**src/common/wdt_pkg.sv**
```systemverilog
// constants shared by the windowed watchdog and clock monitor
`default_nettype none
package wdt_pkg;
   // ----------------------------------------------------------
   // register map
   // ----------------------------------------------------------
   localparam int          ADDR_W       = 4;
   localparam int          DATA_W       = 8;
   localparam logic [3:0]  OFF_SERVICE  = 4'h0;
   localparam logic [3:0]  OFF_IDLE_CTL = 4'h1;
   localparam logic [3:0]  OFF_STATUS   = 4'h2;
   // ----------------------------------------------------------
   // service register fields and reset values
   // ----------------------------------------------------------
   localparam int          SVC_SEL_HI   = 7;
   localparam int          SVC_SEL_LO   = 6;
   localparam int          SVC_KEY_HI   = 5;
   localparam int          SVC_KEY_LO   = 1;
   localparam int          SVC_CM       = 0;
   localparam logic [4:0]  SVC_KEY      = 5'h0C;
   localparam logic [1:0]  SEL_RST      = 2'h3;
   localparam logic        CM_EN_RST    = 1'b1;
   // ----------------------------------------------------------
   // idle timer control fields
   // ----------------------------------------------------------
   localparam int          IDL_PEND_BIT = 7;
   localparam logic [2:0]  TAP_RST      = 3'h0;
   localparam logic [2:0]  TAP_MAX      = 3'h4;
   localparam int          TAP_BASE     = 12;
   localparam int          IDL_CNT_W    = 17;
   // ----------------------------------------------------------
   // status fields
   // ----------------------------------------------------------
   localparam int          ST_BUSY      = 0;
   localparam int          ST_FIRST     = 1;
   localparam int          ST_CM_ERR    = 2;
   localparam int          ST_LOWER     = 3;
   // ----------------------------------------------------------
   // window limits and timing
   // ----------------------------------------------------------
   localparam int          WIN_W        = 17;
   localparam logic [16:0] LOWER_LIM    = 17'h0_0800;
   localparam logic [16:0] UPPER_BASE   = 17'h0_2000;
   localparam logic [4:0]  FAULT_HOLD   = 5'h18;
   localparam int          CLK_MHZ      = 100;
   localparam int          CM_TIMEOUT_US = 1000;
   localparam int          CM_CYCLES    = CM_TIMEOUT_US * CLK_MHZ;
endpackage
`default_nettype wire

```
**src/common/fault_if.sv**
```systemverilog
// carrier between the watchdog core and the fault pin stretcher
`timescale 1ns/1ns
`default_nettype none
interface fault_if;
   logic err_p;
   logic cm_err;
   logic pin_in;
   logic drive;
   logic busy;
   modport ctl     (output err_p, output cm_err, output pin_in, input drive, input busy);
   modport stretch (input err_p, input cm_err, input pin_in, output drive, output busy);
endinterface
`default_nettype wire

```
**src/hdl/windowed_watchdog_clock_monitor.sv**
```systemverilog
// windowed watchdog with clock monitor, idle timer and register port
//
// The plain strobed port and the register addresses were chosen for this implementation.
`timescale 1ns/1ns
`default_nettype none
// Contract
// - after reset watchdog and clock monitor on, longest window selected
// - window select and monitor enable change only on first service, then lock
// - first service with wrong key raises a watchdog fault
// - later services must match window, key and monitor enable exactly
// - reads of the service register show zero in the key field
// - timeout detector held still during halt and idle
// - clock monitor keeps running in halt and idle, flags stopped clock
// - clock monitor error pulls the shared fault pin low
// - leaving halt restarts the window; software waits lower limit first
// - idle counter is not cleared by the ordinary reset
// - pending flag set on each selected tap toggle; software clears it
// - leaving idle is an automatic service; software waits lower limit
// - first service accepted anywhere, even inside the lower limit
// - boot exit services and lets the next service come at any time
// - service byte is select[7:6], key[5:1], monitor enable[0]
// - upper limit 8k, 16k, 32k or 64k clocks; lower limit 2048
// - fault held 16 to 32 cycles after pin low; services then ignored
module windowed_watchdog_clock_monitor
   import wdt_pkg::*;
#(
   parameter int CM_LIMIT = CM_CYCLES
) (
   // clock and resets
   input  wire logic                      clk_i,
   input  wire logic                      rst_i,
   input  wire logic                      por_i,
   // register port
   input  wire logic [wdt_pkg::ADDR_W-1:0] addr_i,
   input  wire logic [wdt_pkg::DATA_W-1:0] wdata_i,
   input  wire logic                      wr_i,
   input  wire logic                      rd_i,
   output logic      [wdt_pkg::DATA_W-1:0] rdata_o,
   // power modes and boot flow
   input  wire logic                      halt_i,
   input  wire logic                      idle_i,
   input  wire logic                      boot_entry_i,
   input  wire logic                      boot_exit_i,
   // tick time base and clock under watch
   input  wire logic                      tick_i,
   input  wire logic                      inst_clk_i,
   // fault pin, open drain
   input  wire logic                      fault_pin_i,
   output logic                           fault_pin_o,
   output logic                           fault_pin_oe_o,
   // idle timer flag
   output logic                           idle_tick_pending_o
);
   // ----------------------------------------------------------
   // helpers
   // ----------------------------------------------------------
   localparam int CM_W = $clog2(CM_LIMIT + 1);

   function automatic logic [WIN_W-1:0] upper_lim(input logic [1:0] sel);
      upper_lim = UPPER_BASE << sel;
   endfunction

   function automatic logic is_addr(input logic [ADDR_W-1:0] a, input logic [ADDR_W-1:0] off);
      is_addr = (a == off);
   endfunction

   // ----------------------------------------------------------
   // state
   // ----------------------------------------------------------
   logic [1:0]       sel_q;
   logic             cm_en_q;
   logic             first_done_q;
   logic             lower_en_q;
   logic [WIN_W-1:0] win_cnt_q;
   logic             halt_q;
   logic             idle_q;
   logic             busy_q;
   logic             err_q;
   logic [2:0]       tap_q;
   logic             inst_q;
   logic [CM_W-1:0]  cm_cnt_q;
   logic             cm_err_q;
   logic             pend;

   fault_if f ();

   // ----------------------------------------------------------
   // decode
   // ----------------------------------------------------------
   logic svc_wr;
   logic idl_wr;
   logic key_ok;
   logic full_ok;
   logic early;
   logic svc_take;
   logic svc_err;
   logic svc_ok;
   logic wd_run;
   logic timeout;
   logic halt_exit;
   logic idle_exit;
   logic busy_fall;
   logic restart;

   assign svc_wr    = wr_i && is_addr(addr_i, OFF_SERVICE);
   assign idl_wr    = wr_i && is_addr(addr_i, OFF_IDLE_CTL);
   assign key_ok    = (wdata_i[SVC_KEY_HI:SVC_KEY_LO] == SVC_KEY);
   assign full_ok   = key_ok
                      && (wdata_i[SVC_SEL_HI:SVC_SEL_LO] == sel_q)
                      && (wdata_i[SVC_CM] == cm_en_q);
   assign early     = lower_en_q && (win_cnt_q < LOWER_LIM);
   assign svc_take  = svc_wr && !f.busy;
   // first write is checked on key only, later on every field
   assign svc_err   = svc_take && (first_done_q ? (!full_ok || early) : !key_ok);
   assign svc_ok    = svc_take && !svc_err;
   assign wd_run    = !halt_i && !idle_i && !f.busy;
   assign timeout   = wd_run && tick_i && (win_cnt_q == upper_lim(sel_q) - 17'h0_0001);
   assign halt_exit = halt_q && !halt_i;
   assign idle_exit = idle_q && !idle_i;
   assign busy_fall = busy_q && !f.busy;
   assign restart   = svc_ok || halt_exit || idle_exit || boot_entry_i || boot_exit_i || busy_fall;

   // ----------------------------------------------------------
   // mode edge trackers
   // ----------------------------------------------------------
   always_ff @(posedge clk_i) begin
      if (rst_i) begin
         halt_q <= 1'b0;
         idle_q <= 1'b0;
         busy_q <= 1'b0;
      end else begin
         halt_q <= halt_i;
         idle_q <= idle_i;
         busy_q <= f.busy;
      end
   end

   // ----------------------------------------------------------
   // locked service value
   // ----------------------------------------------------------
   always_ff @(posedge clk_i) begin
      if (rst_i) begin
         sel_q        <= SEL_RST;
         cm_en_q      <= CM_EN_RST;
         first_done_q <= 1'b0;
      end else if (svc_ok && !first_done_q) begin
         sel_q        <= wdata_i[SVC_SEL_HI:SVC_SEL_LO];
         cm_en_q      <= wdata_i[SVC_CM];
         first_done_q <= 1'b1;
      end
   end

   // ----------------------------------------------------------
   // lower window enable
   // ----------------------------------------------------------
   always_ff @(posedge clk_i) begin
      if (rst_i) begin
         lower_en_q <= 1'b0;
      end else if (boot_entry_i || boot_exit_i) begin
         lower_en_q <= 1'b0;
      end else if (svc_ok || halt_exit || idle_exit) begin
         // a restart after halt or idle must not be followed too soon
         lower_en_q <= 1'b1;
      end
   end

   // ----------------------------------------------------------
   // service window counter, in idle timer clocks
   // ----------------------------------------------------------
   always_ff @(posedge clk_i) begin
      if (rst_i) begin
         win_cnt_q <= '0;
      end else if (restart || f.busy) begin
         win_cnt_q <= '0;
      end else if (wd_run && tick_i) begin
         win_cnt_q <= win_cnt_q + 17'h0_0001;
      end
   end

   // ----------------------------------------------------------
   // watchdog error pulse to the pin stretcher
   // ----------------------------------------------------------
   always_ff @(posedge clk_i) begin
      if (rst_i) begin
         err_q <= 1'b0;
      end else begin
         err_q <= svc_err || timeout;
      end
   end

   // ----------------------------------------------------------
   // clock monitor
   // ----------------------------------------------------------
   // no gating by halt or idle: a stopped clock there is a real error
   always_ff @(posedge clk_i) begin
      if (rst_i) begin
         inst_q   <= 1'b0;
         cm_cnt_q <= '0;
      end else begin
         inst_q <= inst_clk_i;
         if (inst_clk_i != inst_q) begin
            cm_cnt_q <= '0;
         end else if (cm_cnt_q != CM_W'(CM_LIMIT)) begin
            cm_cnt_q <= cm_cnt_q + {{(CM_W-1){1'b0}}, 1'b1};
         end
      end
   end

   always_ff @(posedge clk_i) begin
      if (rst_i) begin
         cm_err_q <= 1'b0;
      end else begin
         cm_err_q <= cm_en_q && (cm_cnt_q == CM_W'(CM_LIMIT));
      end
   end

   // ----------------------------------------------------------
   // fault pin
   // ----------------------------------------------------------
   assign f.err_p  = err_q;
   assign f.cm_err = cm_err_q;
   assign f.pin_in = fault_pin_i;

   fault_stretch u_stretch (
      .clk_i (clk_i),
      .rst_i (rst_i),
      .f     (f)
   );

   assign fault_pin_oe_o = f.drive;

   // open drain: the driven level is always low
   always_ff @(posedge clk_i) begin
      fault_pin_o <= 1'b0;
   end

   // ----------------------------------------------------------
   // idle timer
   // ----------------------------------------------------------
   always_ff @(posedge clk_i) begin
      if (rst_i) begin
         tap_q <= TAP_RST;
      end else if (idl_wr) begin
         tap_q <= wdata_i[2:0];
      end
   end

   idle_tick_timer u_idle (
      .clk_i  (clk_i),
      .rst_i  (rst_i),
      .por_i  (por_i),
      .tick_i (tick_i),
      .tap_i  (tap_q),
      .clr_i  (idl_wr && wdata_i[IDL_PEND_BIT]),
      .pend_o (pend)
   );

   assign idle_tick_pending_o = pend;

   // ----------------------------------------------------------
   // read port
   // ----------------------------------------------------------
   always_ff @(posedge clk_i) begin
      if (rst_i) begin
         rdata_o <= '0;
      end else if (rd_i) begin
         unique case (addr_i)
            OFF_SERVICE:  rdata_o <= {sel_q, 5'h00, cm_en_q};
            OFF_IDLE_CTL: rdata_o <= {pend, 4'h0, tap_q};
            OFF_STATUS:   rdata_o <= {4'h0, lower_en_q, cm_err_q, first_done_q, f.busy};
            default:      rdata_o <= '0;
         endcase
      end else begin
         rdata_o <= '0;
      end
   end
endmodule
`default_nettype wire

```
**src/hdl/idle_tick_timer.sv**
```systemverilog
// free running idle counter with tap select and pending flag
`timescale 1ns/1ns
`default_nettype none
module idle_tick_timer
   import wdt_pkg::*;
#(
   parameter int CNT_W = IDL_CNT_W
) (
   // clock and resets
   input  wire logic       clk_i,
   input  wire logic       rst_i,
   input  wire logic       por_i,
   // control
   input  wire logic       tick_i,
   input  wire logic [2:0] tap_i,
   input  wire logic       clr_i,
   // status
   output logic            pend_o
);
   logic [CNT_W-1:0] idle_tick_counter_q;
   logic [CNT_W-1:0] cnt_d;
   logic [2:0]       tap;
   logic             toggle;

   assign tap    = (tap_i > TAP_MAX) ? TAP_MAX : tap_i;
   assign cnt_d  = idle_tick_counter_q + {{(CNT_W-1){1'b0}}, 1'b1};
   assign toggle = tick_i && (cnt_d[TAP_BASE + int'(tap)] != idle_tick_counter_q[TAP_BASE + int'(tap)]);

   // only power-on clears it; the ordinary reset leaves it running
   always_ff @(posedge clk_i) begin
      if (por_i) begin
         idle_tick_counter_q <= '0;
      end else if (tick_i) begin
         idle_tick_counter_q <= cnt_d;
      end
   end

   // a toggle in the clearing cycle wins
   always_ff @(posedge clk_i) begin
      if (rst_i || por_i) begin
         pend_o <= 1'b0;
      end else if (toggle) begin
         pend_o <= 1'b1;
      end else if (clr_i) begin
         pend_o <= 1'b0;
      end
   end
endmodule
`default_nettype wire

```
**src/hdl/fault_stretch.sv**
```systemverilog
// open-drain fault pin driver with hold time after pin low
`timescale 1ns/1ns
`default_nettype none
module fault_stretch
   import wdt_pkg::*;
(
   // clock and reset
   input  wire logic clk_i,
   input  wire logic rst_i,
   // core side
   fault_if.stretch  f
);
   typedef enum logic [1:0] {F_IDLE, F_PULL, F_HOLD, F_WAIT_HIGH} fstate_t;
   fstate_t    state_q;
   logic [4:0] hold_q;

   assign f.busy = (state_q != F_IDLE);

   always_ff @(posedge clk_i) begin
      if (rst_i) begin
         state_q <= F_IDLE;
         hold_q  <= '0;
         f.drive <= 1'b0;
      end else begin
         unique case (state_q)
            F_IDLE: begin
               if (f.err_p || f.cm_err) begin
                  state_q <= F_PULL;
                  f.drive <= 1'b1;
               end
            end
            F_PULL: begin
               // the hold only starts once the pin really reads low
               if (!f.pin_in) begin
                  state_q <= F_HOLD;
                  hold_q  <= '0;
               end
            end
            F_HOLD: begin
               if (f.cm_err) begin
                  hold_q <= '0;
               end else if (hold_q == FAULT_HOLD - 5'h01) begin
                  state_q <= F_WAIT_HIGH;
                  f.drive <= 1'b0;
               end else begin
                  hold_q <= hold_q + 5'h01;
               end
            end
            F_WAIT_HIGH: begin
               if (f.cm_err) begin
                  state_q <= F_PULL;
                  f.drive <= 1'b1;
               end else if (f.pin_in) begin
                  state_q <= F_IDLE;
               end
            end
         endcase
      end
   end
endmodule
`default_nettype wire

```
**config.mk**
```make
export PLATFORM = sky130hd
export DESIGN_NAME = windowed_watchdog_clock_monitor
export DESIGN_NICKNAME = d
export VERILOG_FILES = /design/src/common/wdt_pkg.sv /design/src/common/fault_if.sv /design/src/hdl/windowed_watchdog_clock_monitor.sv /design/src/hdl/idle_tick_timer.sv /design/src/hdl/fault_stretch.sv
export SDC_FILE = /design/constraint.sdc
export NUM_CORES = 1
export LEC_CHECK = 0
export ABC_AREA = 1
export BUFFER_PORTS_ARGS = -buffer_cell sky130_fd_sc_hd__buf_2
export CORE_MARGIN = 8
export CORE_UTILIZATION = 65
export CTS_CLUSTER_SIZE = 12
export DETAILED_ROUTE_END_ITERATION = 16
export HOLD_SLACK_MARGIN = 0.02
export PLACE_DENSITY = 0.86
export SYNTH_ARGS = -nofsm -noshare
export SYNTH_HDL_FRONTEND = slang
export SYNTH_HIERARCHICAL = 1
export SYNTH_SLANG_ARGS = --single-unit
```
**constraint.sdc**
```tcl
create_clock -name clk_i -period 3 [get_ports clk_i]
set_clock_uncertainty 0.15 [all_clocks]
set_input_delay 0.6 -clock clk_i [delete_from_list [all_inputs] [get_ports clk_i]]
set_output_delay 0.6 -clock clk_i [all_outputs]
set_load 0.02 [all_outputs]
```
==> metrics.md, run 1 <==
| Metric | Value |
|---|---|
| Area leader, netlist | dfxtp_1 |
| Die area | roughly 9500 um2 |
| Clock sinks | 80 |
| Site row count | 29 |
| CTS tree | built |
| Yosys reg bits | 80 |
| Critical path buffers and inverters | 2 |
| CP Capture Type | register |
| Via/cell ratio | between 5 and 6 |
| Final Cycle Share | 70.2% |
| H-tree depth | 3 |
| Class of the worst hold path | register to register |
| Vias | around 4100 |
| Met2 Use GR | between 30% and 40% |
| Synthesized cell area | between 4000 and 5000 um2 |
| Mux share of post-synthesis cell area | 0% |
| Tot Pwr | around 0.0022 W |
| Clk root buf | clkbuf_8 |
| Status | finished, final reports clean |
| Die X | between 90 and 100 um |
| Minimum clock period | 2.10 ns |
| Die height | 97.7 um |
| Count leader, synth | nand2_1 |
| Post-synthesis simple-gate area fraction | 36.4% |
| Layout area overhead | 9.78% |
| First-pass GRT wire length | between 15000 and 20000 um |
| I/O pin cnt | 35 |
| Slew HR | roughly two thirds |
| Post-Synth Adder-Cell Area | slightly below 3% |
| Cell Pwr Density | between 400 and 500 nW/um2 |
| Nets | roughly 700 |
| Final WL | roughly 9500 um |
| Reg clk slew, reported paths | 0.08 ns |
| Synthesis warning total | 6 |
| Fillers | just over 500 |
| Max-slew violations | 0 |
| Fraction of the mapped netlist area in compound gates | between 10 and 15% |
| Pin count of the biggest net entering global routing | 21 |
| Crit path cell chain | inv_1 -> ha_1 -> inv_1 -> nor2_2 -> nand2_4 -> nor2_4 -> nand2_1 -> nor2_2 -> nand2_1 -> nor2_2 -> xor2_1 -> nor2_1 |
| Finish-stage setup viols | 0 |
| Required @ worst endpoint | between 3 and 4 ns |
| Crit Path Category | register to register |
| DR pass1 iterations | 5 |
| Hold buffer count at CTS | 0 |
| Xor/xnor cell area share of the yosys netlist | between 2 and 2.5% |
| Main synth FF type | dfxtp_1 |
| Post-CTS sizing | 0 |
| Sequential cell area fraction in the yosys report | 36.9% |
| Max Root-Sink Buffers | 2 |
| Met3 Resource Use GR | roughly 5.5% |
| Final Hold Fails | 0 |
| Slowest cell on the critical path | dfxtp_1 |
| Share of cells above drive strength 1 | around 16% |
| Most common cell on crit path | nor2_2 |
| Setup Fix Bufs, Post-CTS | 0 |
| HPWL Detailed | between 7000 and 8000 um |
| Antenna violations before repair | 0 |
| Post-route DRC | 0 |
| Largest family of logic cells by synthesized area | simple AND/OR/NAND/NOR gates |
| Post-synth EDFFs | 0 |
| VDD IR max | slightly above 500 uV |
| Synth area leaders | dfxtp_1 37%, nand2_1 10%, inv_1 7.5% |
| Antenna diodes | 0 |
| Worst-Margin Slew | 0.510 ns |
| Routability cong. | approximately 0.9 |
| Syn avg cell area | between 6 and 7 um2 |
| Unrepaired setup endpoints after global routing | false |
| Post-synthesis async set-or-reset flop share | 0% |
| Starting Density | between 60% and 70% |
| Clock Latency Late Sink | ~0.34 ns |
| Synth cell count leaders | 115 x nand2_1, 87 x inv_1, 83 x nor2_1 |
| CP top delay family | simple AND/OR/NAND/NOR gates |
| CTS Buf Count | 9 |
| Cells after Synth | roughly 620 |
| 1st-iter DRT viols | between 150 and 200 |
| Critical Path Max Stage Delay | ~0.36 ns |
| Peak Freq | ~480 MHz |
| Distinct cells, synth | between 40 and 50 |
| Most utilized layer in the global route result | met2 |
| I/O Buffers | 31 |
| Routed Antenna Nets | 0 |
| Grt ovf | 0 |
| Critical path data arrival time | ~2.2 ns |
| Critical Path Fanout Max | 6 |
| Pleak | 1.95 nW |
| Global routing usage on met1 | between 20 and 25% |
| Reg2Reg Setup Slack | 0.90 ns |
| Post-synth top area share | between 30% and 40% |
| Setup TNS | 0 ns |
| Wire per inst | roughly 13 um |
| GRT Total Usage | approximately a fifth |
| Total core area | ~6400 um2 |
| MaxCap Viol Count | 0 |
| Startpoint Class | register |
| Vias in the first global route | approximately 3800 |
[report_power, final]
part,switching [W],internal (W)
logic,0.000212,0.000107
registers,0.0000231,0.00109
clock network,0.000361,0.000449
[logic make-up after synthesis]
logic type / after synthesis
simple gates: 324
buf+inv: 108
compound gates: 87
flops: 80
xor+xnor: 12
fa+ha+maj: 10
other cells: 1
[stage by stage]
stage               area [um2]  instances  hold WS (ns)  setup WS, ns  util, %
global route              4760        741         0.338         0.719     74.5
floorplan                 4340        624         0.282          1.11        -
finish                    4760        741         0.323         0.895     74.5
global placement          4550        726         0.302         0.903     71.3
detailed placement        4550        726         0.315         0.860     71.3
CTS                       4760        741         0.327         0.904     74.5
[layout make-up]
cell class / instances / area (um2) / area share [%]
Multi-Input combinational cell: 436 / 2310 / 48.5
Sequential cell: 80 / 1600 / 33.6
Inverter: 100 / 375 / 7.88
Timing Repair Buffer: 33 / 170 / 3.57
Clock buffer: 13 / 169 / 3.55
Tap cell: 77 / 96.3 / 2.02
Clock inverter: 2 / 37.5 / 0.788
[metal layers]
metal	up-vias	part of all wire (%)
li1	2091	-
met3	18	5.9
met1	1871	44
met2	116	49
met4	0	1.4
met5	-	0
[worst min-delay path: cells and delay by family, from the launching register on]
| family | cells | cell delay (ns) |
|---|---|---|
| buffers and inverters | 1 | 0.06 |
| AO/OA/AOI/OAI | 1 | 0.04 |
| flip-flops | 1 | 0.33 |
[registers in the layout (all words and copies together), names as in the netlist, 2 cells and up]
register                    cells
cm_cnt_q                       17
u_idle/idle_tick_counter_q     17
win_cnt_q                      17
rdata_o                         6
u_stretch/hold_q                5
tap_q                           3
sel_q                           2
u_stretch/state_q               2
[cell usage in the layout, fill, tap and decap left out, drive strengths merged, types with 4 or more instances in the layout]
cell    count
a211oi      5
a21oi      51
buf        33
clkbuf     13
dfxtp      80
ha         10
inv        99
nand2     122
nand3      57
nand4      11
nor2       99
nor3       20
nor4        5
o211ai      4
o21ai      20
xnor2       5
xor2        7
[worst paths after layout]
path                            cells past startpoint             endpoint                 start
worst max-delay path                               12        win_cnt_q[13]  u_stretch/state_q[0]
worst max register to register                     12        win_cnt_q[13]  u_stretch/state_q[0]
worst min-delay path                                2  u_stretch/hold_q[2]   u_stretch/hold_q[2]
worst min register to register                      2  u_stretch/hold_q[2]   u_stretch/hold_q[2]
Note: power is estimated with default switching activity, not from simulation.
==> run 2, diff against run 1 <==
- CORE_UTILIZATION: 65 -> 60
- PLACE_DENSITY: 0.86 -> 0.8
- clock period: 3 -> 2.2 ns (I/O delays scaled with it)
==> run 2 against run 1 <==
Non-clock buffer count grew 3; critical path depth is the same; worst setup slack worse by 0.71 ns; fmax rose by 4.5%.
==> metrics.md, run 2 (same netlist as run 1, synthesis figures left out) <==
| Metric | Value |
|---|---|
| Internal power | approximately 0.0023 W |
| Startpoint Class | register |
| Wire per inst | ~12 um |
| Net Sw Power | approximately 0.00087 W |
| Most common cell on crit path | nor2_2 |
| MaxCap Viol Count | 0 |
| Global routing usage on met1 | 23.0% |
| Routed Antenna Nets | 0 |
| Routability cong. | about 0.86 |
| Slowest cell on the critical path | dfxtp_1 |
| Via/cell ratio | 5.27 |
| Site row count | 31 |
| Pleak | between 1.5 and 2 nW |
| Clock sinks | 80 |
| Die height | between 100 and 150 um |
| HPWL Detailed | 7030 um |
| Max Root-Sink Buffers | 2 |
| I/O pin cnt | 35 |
| Setup Fix Bufs, Post-CTS | 0 |
| Clk pwr share | approximately 38% |
| Met2 Use GR | roughly 34% |
| Vias in the first global route | between 3000 and 4000 |
| Final Hold Fails | 0 |
| Critical path data arrival time | roughly 2.1 ns |
| I/O Buffers | 31 |
| Crit path cell chain | inv_2 -> ha_2 -> inv_1 -> nor2_2 -> nand2_4 -> nor2_4 -> nand2_1 -> nor2_2 -> nand2_1 -> nor2_2 -> xor2_1 -> nor2_1 |
| 1st-iter DRT viols | around 220 |
| Pin count of the biggest net entering global routing | 17 |
| Die X | 101 um |
| Final Cycle Share | between 90% and 100% |
| Grt ovf | 0 |
| Met3 Resource Use GR | 4.01% |
| Share of cells above drive strength 1 | between 10% and 20% |
| Reg clk slew, reported paths | roughly 0.09 ns |
| Cell Pwr Density | ~650 nW/um2 |
| Minimum clock period | 2.01 ns |
| Comb pwr share | 13.9% |
| Status | finished, final reports clean |
| Unrepaired setup endpoints after global routing | false |
| Starting Density | about 61% |
| CP Capture Type | register |
| Design area | about 4800 um2 |
| Setup TNS | 0 ns |
| GRT Total Usage | 19.5% |
| Peak Freq | approximately 500 MHz |
| Total core area | a little over 7000 um2 |
| Required @ worst endpoint | 2.29 ns |
| Finish-stage setup viols | 0 |
| Crit Path Category | register to register |
| Critical Path Max Stage Delay | about 0.36 ns |
| Max-slew violations | 0 |
| Most frequent cells in the layout | 115 x nand2_1, 85 x inv_1, 83 x nor2_1 |
| Biggest regs | cm_cnt_q (17), u_idle/idle_tick_counter_q (17), win_cnt_q (17) |
| Die area | approximately 10000 um2 |
| Post-route DRC | 0 |
| Antenna diodes | 0 |
| Tot Pwr | between 0.003 and 0.004 W |
| H-tree depth | 3 |
| Clock Latency Late Sink | roughly 0.35 ns |
| First-pass GRT wire length | 16600 um |
| CTS tree | built |
| Nets | 697 |
| Sequential share of power | 48.2% |
| Clk root buf | clkbuf_8 |
| Vias | between 4000 and 5000 |
| Switch share | approximately 28% |
| Critical Path Fanout Max | 6 |
| VDD IR max | ~460 uV |
| Hold buffer count at CTS | 0 |
| Most common cell after layout, fill and taps aside | nand2_1 |
| Layout area overhead | 11.3% |
| CTS Buf Count | 9 |
| Antenna violations before repair | 0 |
| Most utilized layer in the global route result | met2 |
| Util after Layout | 67.6% |
| DR pass1 iterations | 5 |
| Final WL | 9350 um |
| Dpl cell area | roughly 4600 um2 |
| Class of the worst hold path | input port to register |
==> run 2: cell types whose count changed in the layout (fill, tap and decap cells not counted), sizes merged <==
cell	change
buf	+3
bufinv	+1
clkbuf	-4
clkinv	+3
inv	+1
==> run 2: final timing paths <==
check | cells after the start | from | to | slack [ns]
worst min register to register | 2 | u_stretch/f.drive | u_stretch/f.drive | 0.31
worst max-delay path | 12 | u_stretch/state_q[1] | win_cnt_q[13] | 0.19
worst max register to register | 12 | u_stretch/state_q[1] | win_cnt_q[13] | 0.19
worst min-delay path | 3 | inst_clk_i | inst_q | 0.20
==> run 2: worst max-delay path, delay by kind of cell (launching register included) <==
family	cells	cell delay [ns]
AND/OR/NAND/NOR	8	0.87
adder cells (fa/ha/maj)	1	0.20
flip-flops	1	0.36
XOR/XNOR	1	0.14
buffers and inverters	2	0.17
==> run 2: per-stage QoR <==
step / hold WS (ns) / setup WS [ns] / std cells
after global routing: 0.203 / 0.00828 / 767
final: 0.200 / 0.186 / 767
after CTS: 0.190 / 0.0985 / 767
after detailed placement: 0.302 / 0.113 / 751
after floorplan: 0.282 / 0.310 / 624
after global placement: 0.296 / 0.173 / 751
==> run 2: cell type report <==
class | count | area [um2]
fill | 624 | 2310
clock inverter | 7 | 95.1
tap | 99 | 124
clock buffer | 9 | 124
multi-input combinational | 436 | 2310
inverter | 100 | 375
sequential | 80 | 1600
timing repair buffer | 36 | 193
==> run 2: repair_timing <==
item                       in CTS  in global routing
setup endpoints to repair       0                  2
hold endpoints to repair        0                  0
resized for setup               0                  4
==> run 2: metal layers <==
layer | wire, um | vias up
met5 | 0 | -
met4 | 144 | 0
met3 | 530 | 19
met2 | 4380 | 97
met1 | 4290 | 1836
li1 | - | 2087
==> run 2: power by group through the flow <==
stage	clock, W	sequential, W	combinational (W)
2_1_floorplan	0	0.00155	0.000318
3_3_place_gp	0	0.00155	0.000415
3_5_place_dp	0	0.00155	0.000428
4_1_cts	0.00121	0.00151	0.000431
5_1_grt	0.00128	0.00152	0.000498
6_report	0.00119	0.00152	0.000438
==> run 3, diff against run 2 <==
- CORE_UTILIZATION: 60 -> 56
- PLACE_DENSITY: 0.8 -> 0.75
==> run 3 against run 2 <==
Fmax is 0.48% higher; sequential share of layout area rose by 0.19 points; non-clock buffer count rose by 2; total power fell by 6.4%; count of clock-buffer cells in the layout grew 3; flip-flop and latch count did not move; critical endpoint unchanged; largest power group unchanged.
==> metrics.md, run 3 (same netlist as run 1, synthesis figures left out) <==
| Metric | Value |
|---|---|
| Starting Density | a little under three fifths |
| R2r startpoint | u_stretch/state_q[0] |
| Wire per inst | 12.4 um |
| R2R Path End | win_cnt_q[13] |
| Routability cong. | roughly 0.86 |
| Post-route DRC | 0 |
| CTS tree | built |
| Most common cell after layout, fill and taps aside | nand2_1 |
| Fillers | roughly 700 |
| Startpoint Class | register |
| Minimum clock period | roughly 2.0 ns |
| GRT Total Usage | between 10% and 20% |
| DR pass1 iterations | 4 |
| Clock sinks | 80 |
| First-pass GRT wire length | 16600 um |
| Max Root-Sink Buffers | 2 |
| Grt ovf | 0 |
| CP Capture Type | register |
| Finish-stage setup viols | 0 |
| H-tree depth | 3 |
| Final Cycle Share | around nine tenths |
| WHS | 0.184 ns |
| Clk root buf | clkbuf_8 |
| Vias in the first global route | between 3000 and 4000 |
| Layout area overhead | 10.8% |
| Setup Fix Bufs, Post-CTS | 0 |
| Share of cells above drive strength 1 | 17.0% |
| Reg clk slew, reported paths | about 0.090 ns |
| Clock Latency Late Sink | ~0.35 ns |
| Via/cell ratio | approximately 5.2 |
| Reg2Reg Setup Slack | ~0.20 ns |
| End point of the critical path | win_cnt_q[13] |
| 1st-iter DRT viols | 168 |
| Antenna diodes | 0 |
| Final Hold Fails | 0 |
| Pin count of the biggest net entering global routing | 17 |
| Die area | ~11000 um2 |
| Required @ worst endpoint | between 2 and 2.5 ns |
| HPWL Detailed | around 7500 um |
| I/O pin cnt | 35 |
| Biggest regs | cm_cnt_q (17), u_idle/idle_tick_counter_q (17), win_cnt_q (17) |
| Worst setup path startpoint | u_stretch/state_q[0] |
| Critical Path Fanout Max | 6 |
| Status | finished, final reports clean |
| CTS Buf Count | 9 |
| Routed Antenna Nets | 0 |
| Critical path data arrival time | around 2.1 ns |
| Cell Pwr Density | 613 nW/um2 |
| Max-slew violations | 0 |
| Site row count | 32 |
| VDD IR max | ~330 uV |
| Most frequent cells in the layout | 115 x nand2_1, 85 x inv_1, 83 x nor2_1 |
| Vias | about 4000 |
| Reg2reg path depth | 12 |
| Pleak | slightly below 2 nW |
| MaxCap Viol Count | 0 |
| Class of the worst hold path | input port to register |
| Die X | approximately 100 um |
| I/O Buffers | 31 |
| Post-CTS sizing | 0 |
| Unrepaired setup endpoints after global routing | false |
| Crit Path Category | register to register |
| Nets | approximately 700 |
| Hold buffer count at CTS | 0 |
| Setup TNS | 0 ns |
| Total core area | around 7600 um2 |
| Final WL | around 9500 um |
| Peak Freq | approximately 500 MHz |
| Antenna violations before repair | 0 |
| Die height | 104 um |
-- run 3: changes by cell type in the layout (fill, tap and decap cells not counted) --
cell and delta:
dfxtp_1 -1, inv_6 -1, bufinv_16 -2, dfxtp_2 +1, clkbuf_8 +1, clkbuf_1 +2, buf_4 +2, clkinv_2 -1
clkinv_4 +1
-- run 3: final cells by class --
cell class,count,area [um2],area share [%]
clock buffer,12,145,3.02
sequential,80,1600,33.4
inverter,100,375,7.81
timing repair buffer,38,208,4.32
tap,102,128,2.66
clock inverter,4,30.0,0.625
multi-input combinational,436,2310,48.2
-- run 3: metal layers --
metal  global-route usage, %  part of all wire [%]
met5                       0                     0
met1                    21.4                    47
met2                    30.3                    47
met4                    5.07                   1.1
met3                    5.14                   5.6
-- run 3: power breakdown --
part / leakage [nW] / total (W) / internal [W] / switching [W]
clock: 0.0866 / 0.000985 / 0.000444 / 0.000541
sequential: 0.649 / 0.00152 / 0.00149 / 0.0000334
combinational: 1.22 / 0.000441 / 0.000155 / 0.000286
-- run 3: worst min path at each step --
stage / from / to / slack, ns / cells after the start
after CTS: inst_clk_i / inst_q / 0.17 / 3
after global placement: u_stretch/f.drive / u_stretch/f.drive / 0.30 / 2
after global routing: inst_clk_i / inst_q / 0.20 / 3
final: inst_clk_i / inst_q / 0.18 / 3
after floorplan: lower_en_q / rdata_o[3] / 0.28 / 2
after detailed placement: u_stretch/f.drive / u_stretch/f.drive / 0.30 / 2
-- run 3: per-stage QoR --
step | total power (W) | cell area [um2] | worst slack (ns) | instances | util (%)
finish | 0.00295 | 4800 | 0.196 | 772 | 63.1
global route | 0.00309 | 4800 | 0.00509 | 772 | 63.1
CTS | 0.00297 | 4800 | 0.0828 | 772 | 63.1
detailed placement | 0.00198 | 4620 | 0.110 | 756 | 60.8
global placement | 0.00196 | 4620 | 0.181 | 756 | 60.8
floorplan | 0.00187 | 4340 | 0.310 | 624 | -
-- run 3: critical path, stage by stage, from the launching register on --
cell and delay (ns):
dfxtp_2 0.36, inv_2 0.09, ha_2 0.20, inv_1 0.09, nor2_2 0.16, nand2_4 0.10, nor2_4 0.14, nand2_1 0.10
nor2_2 0.12, nand2_1 0.10, nor2_2 0.10, xor2_1 0.14, nor2_1 0.05
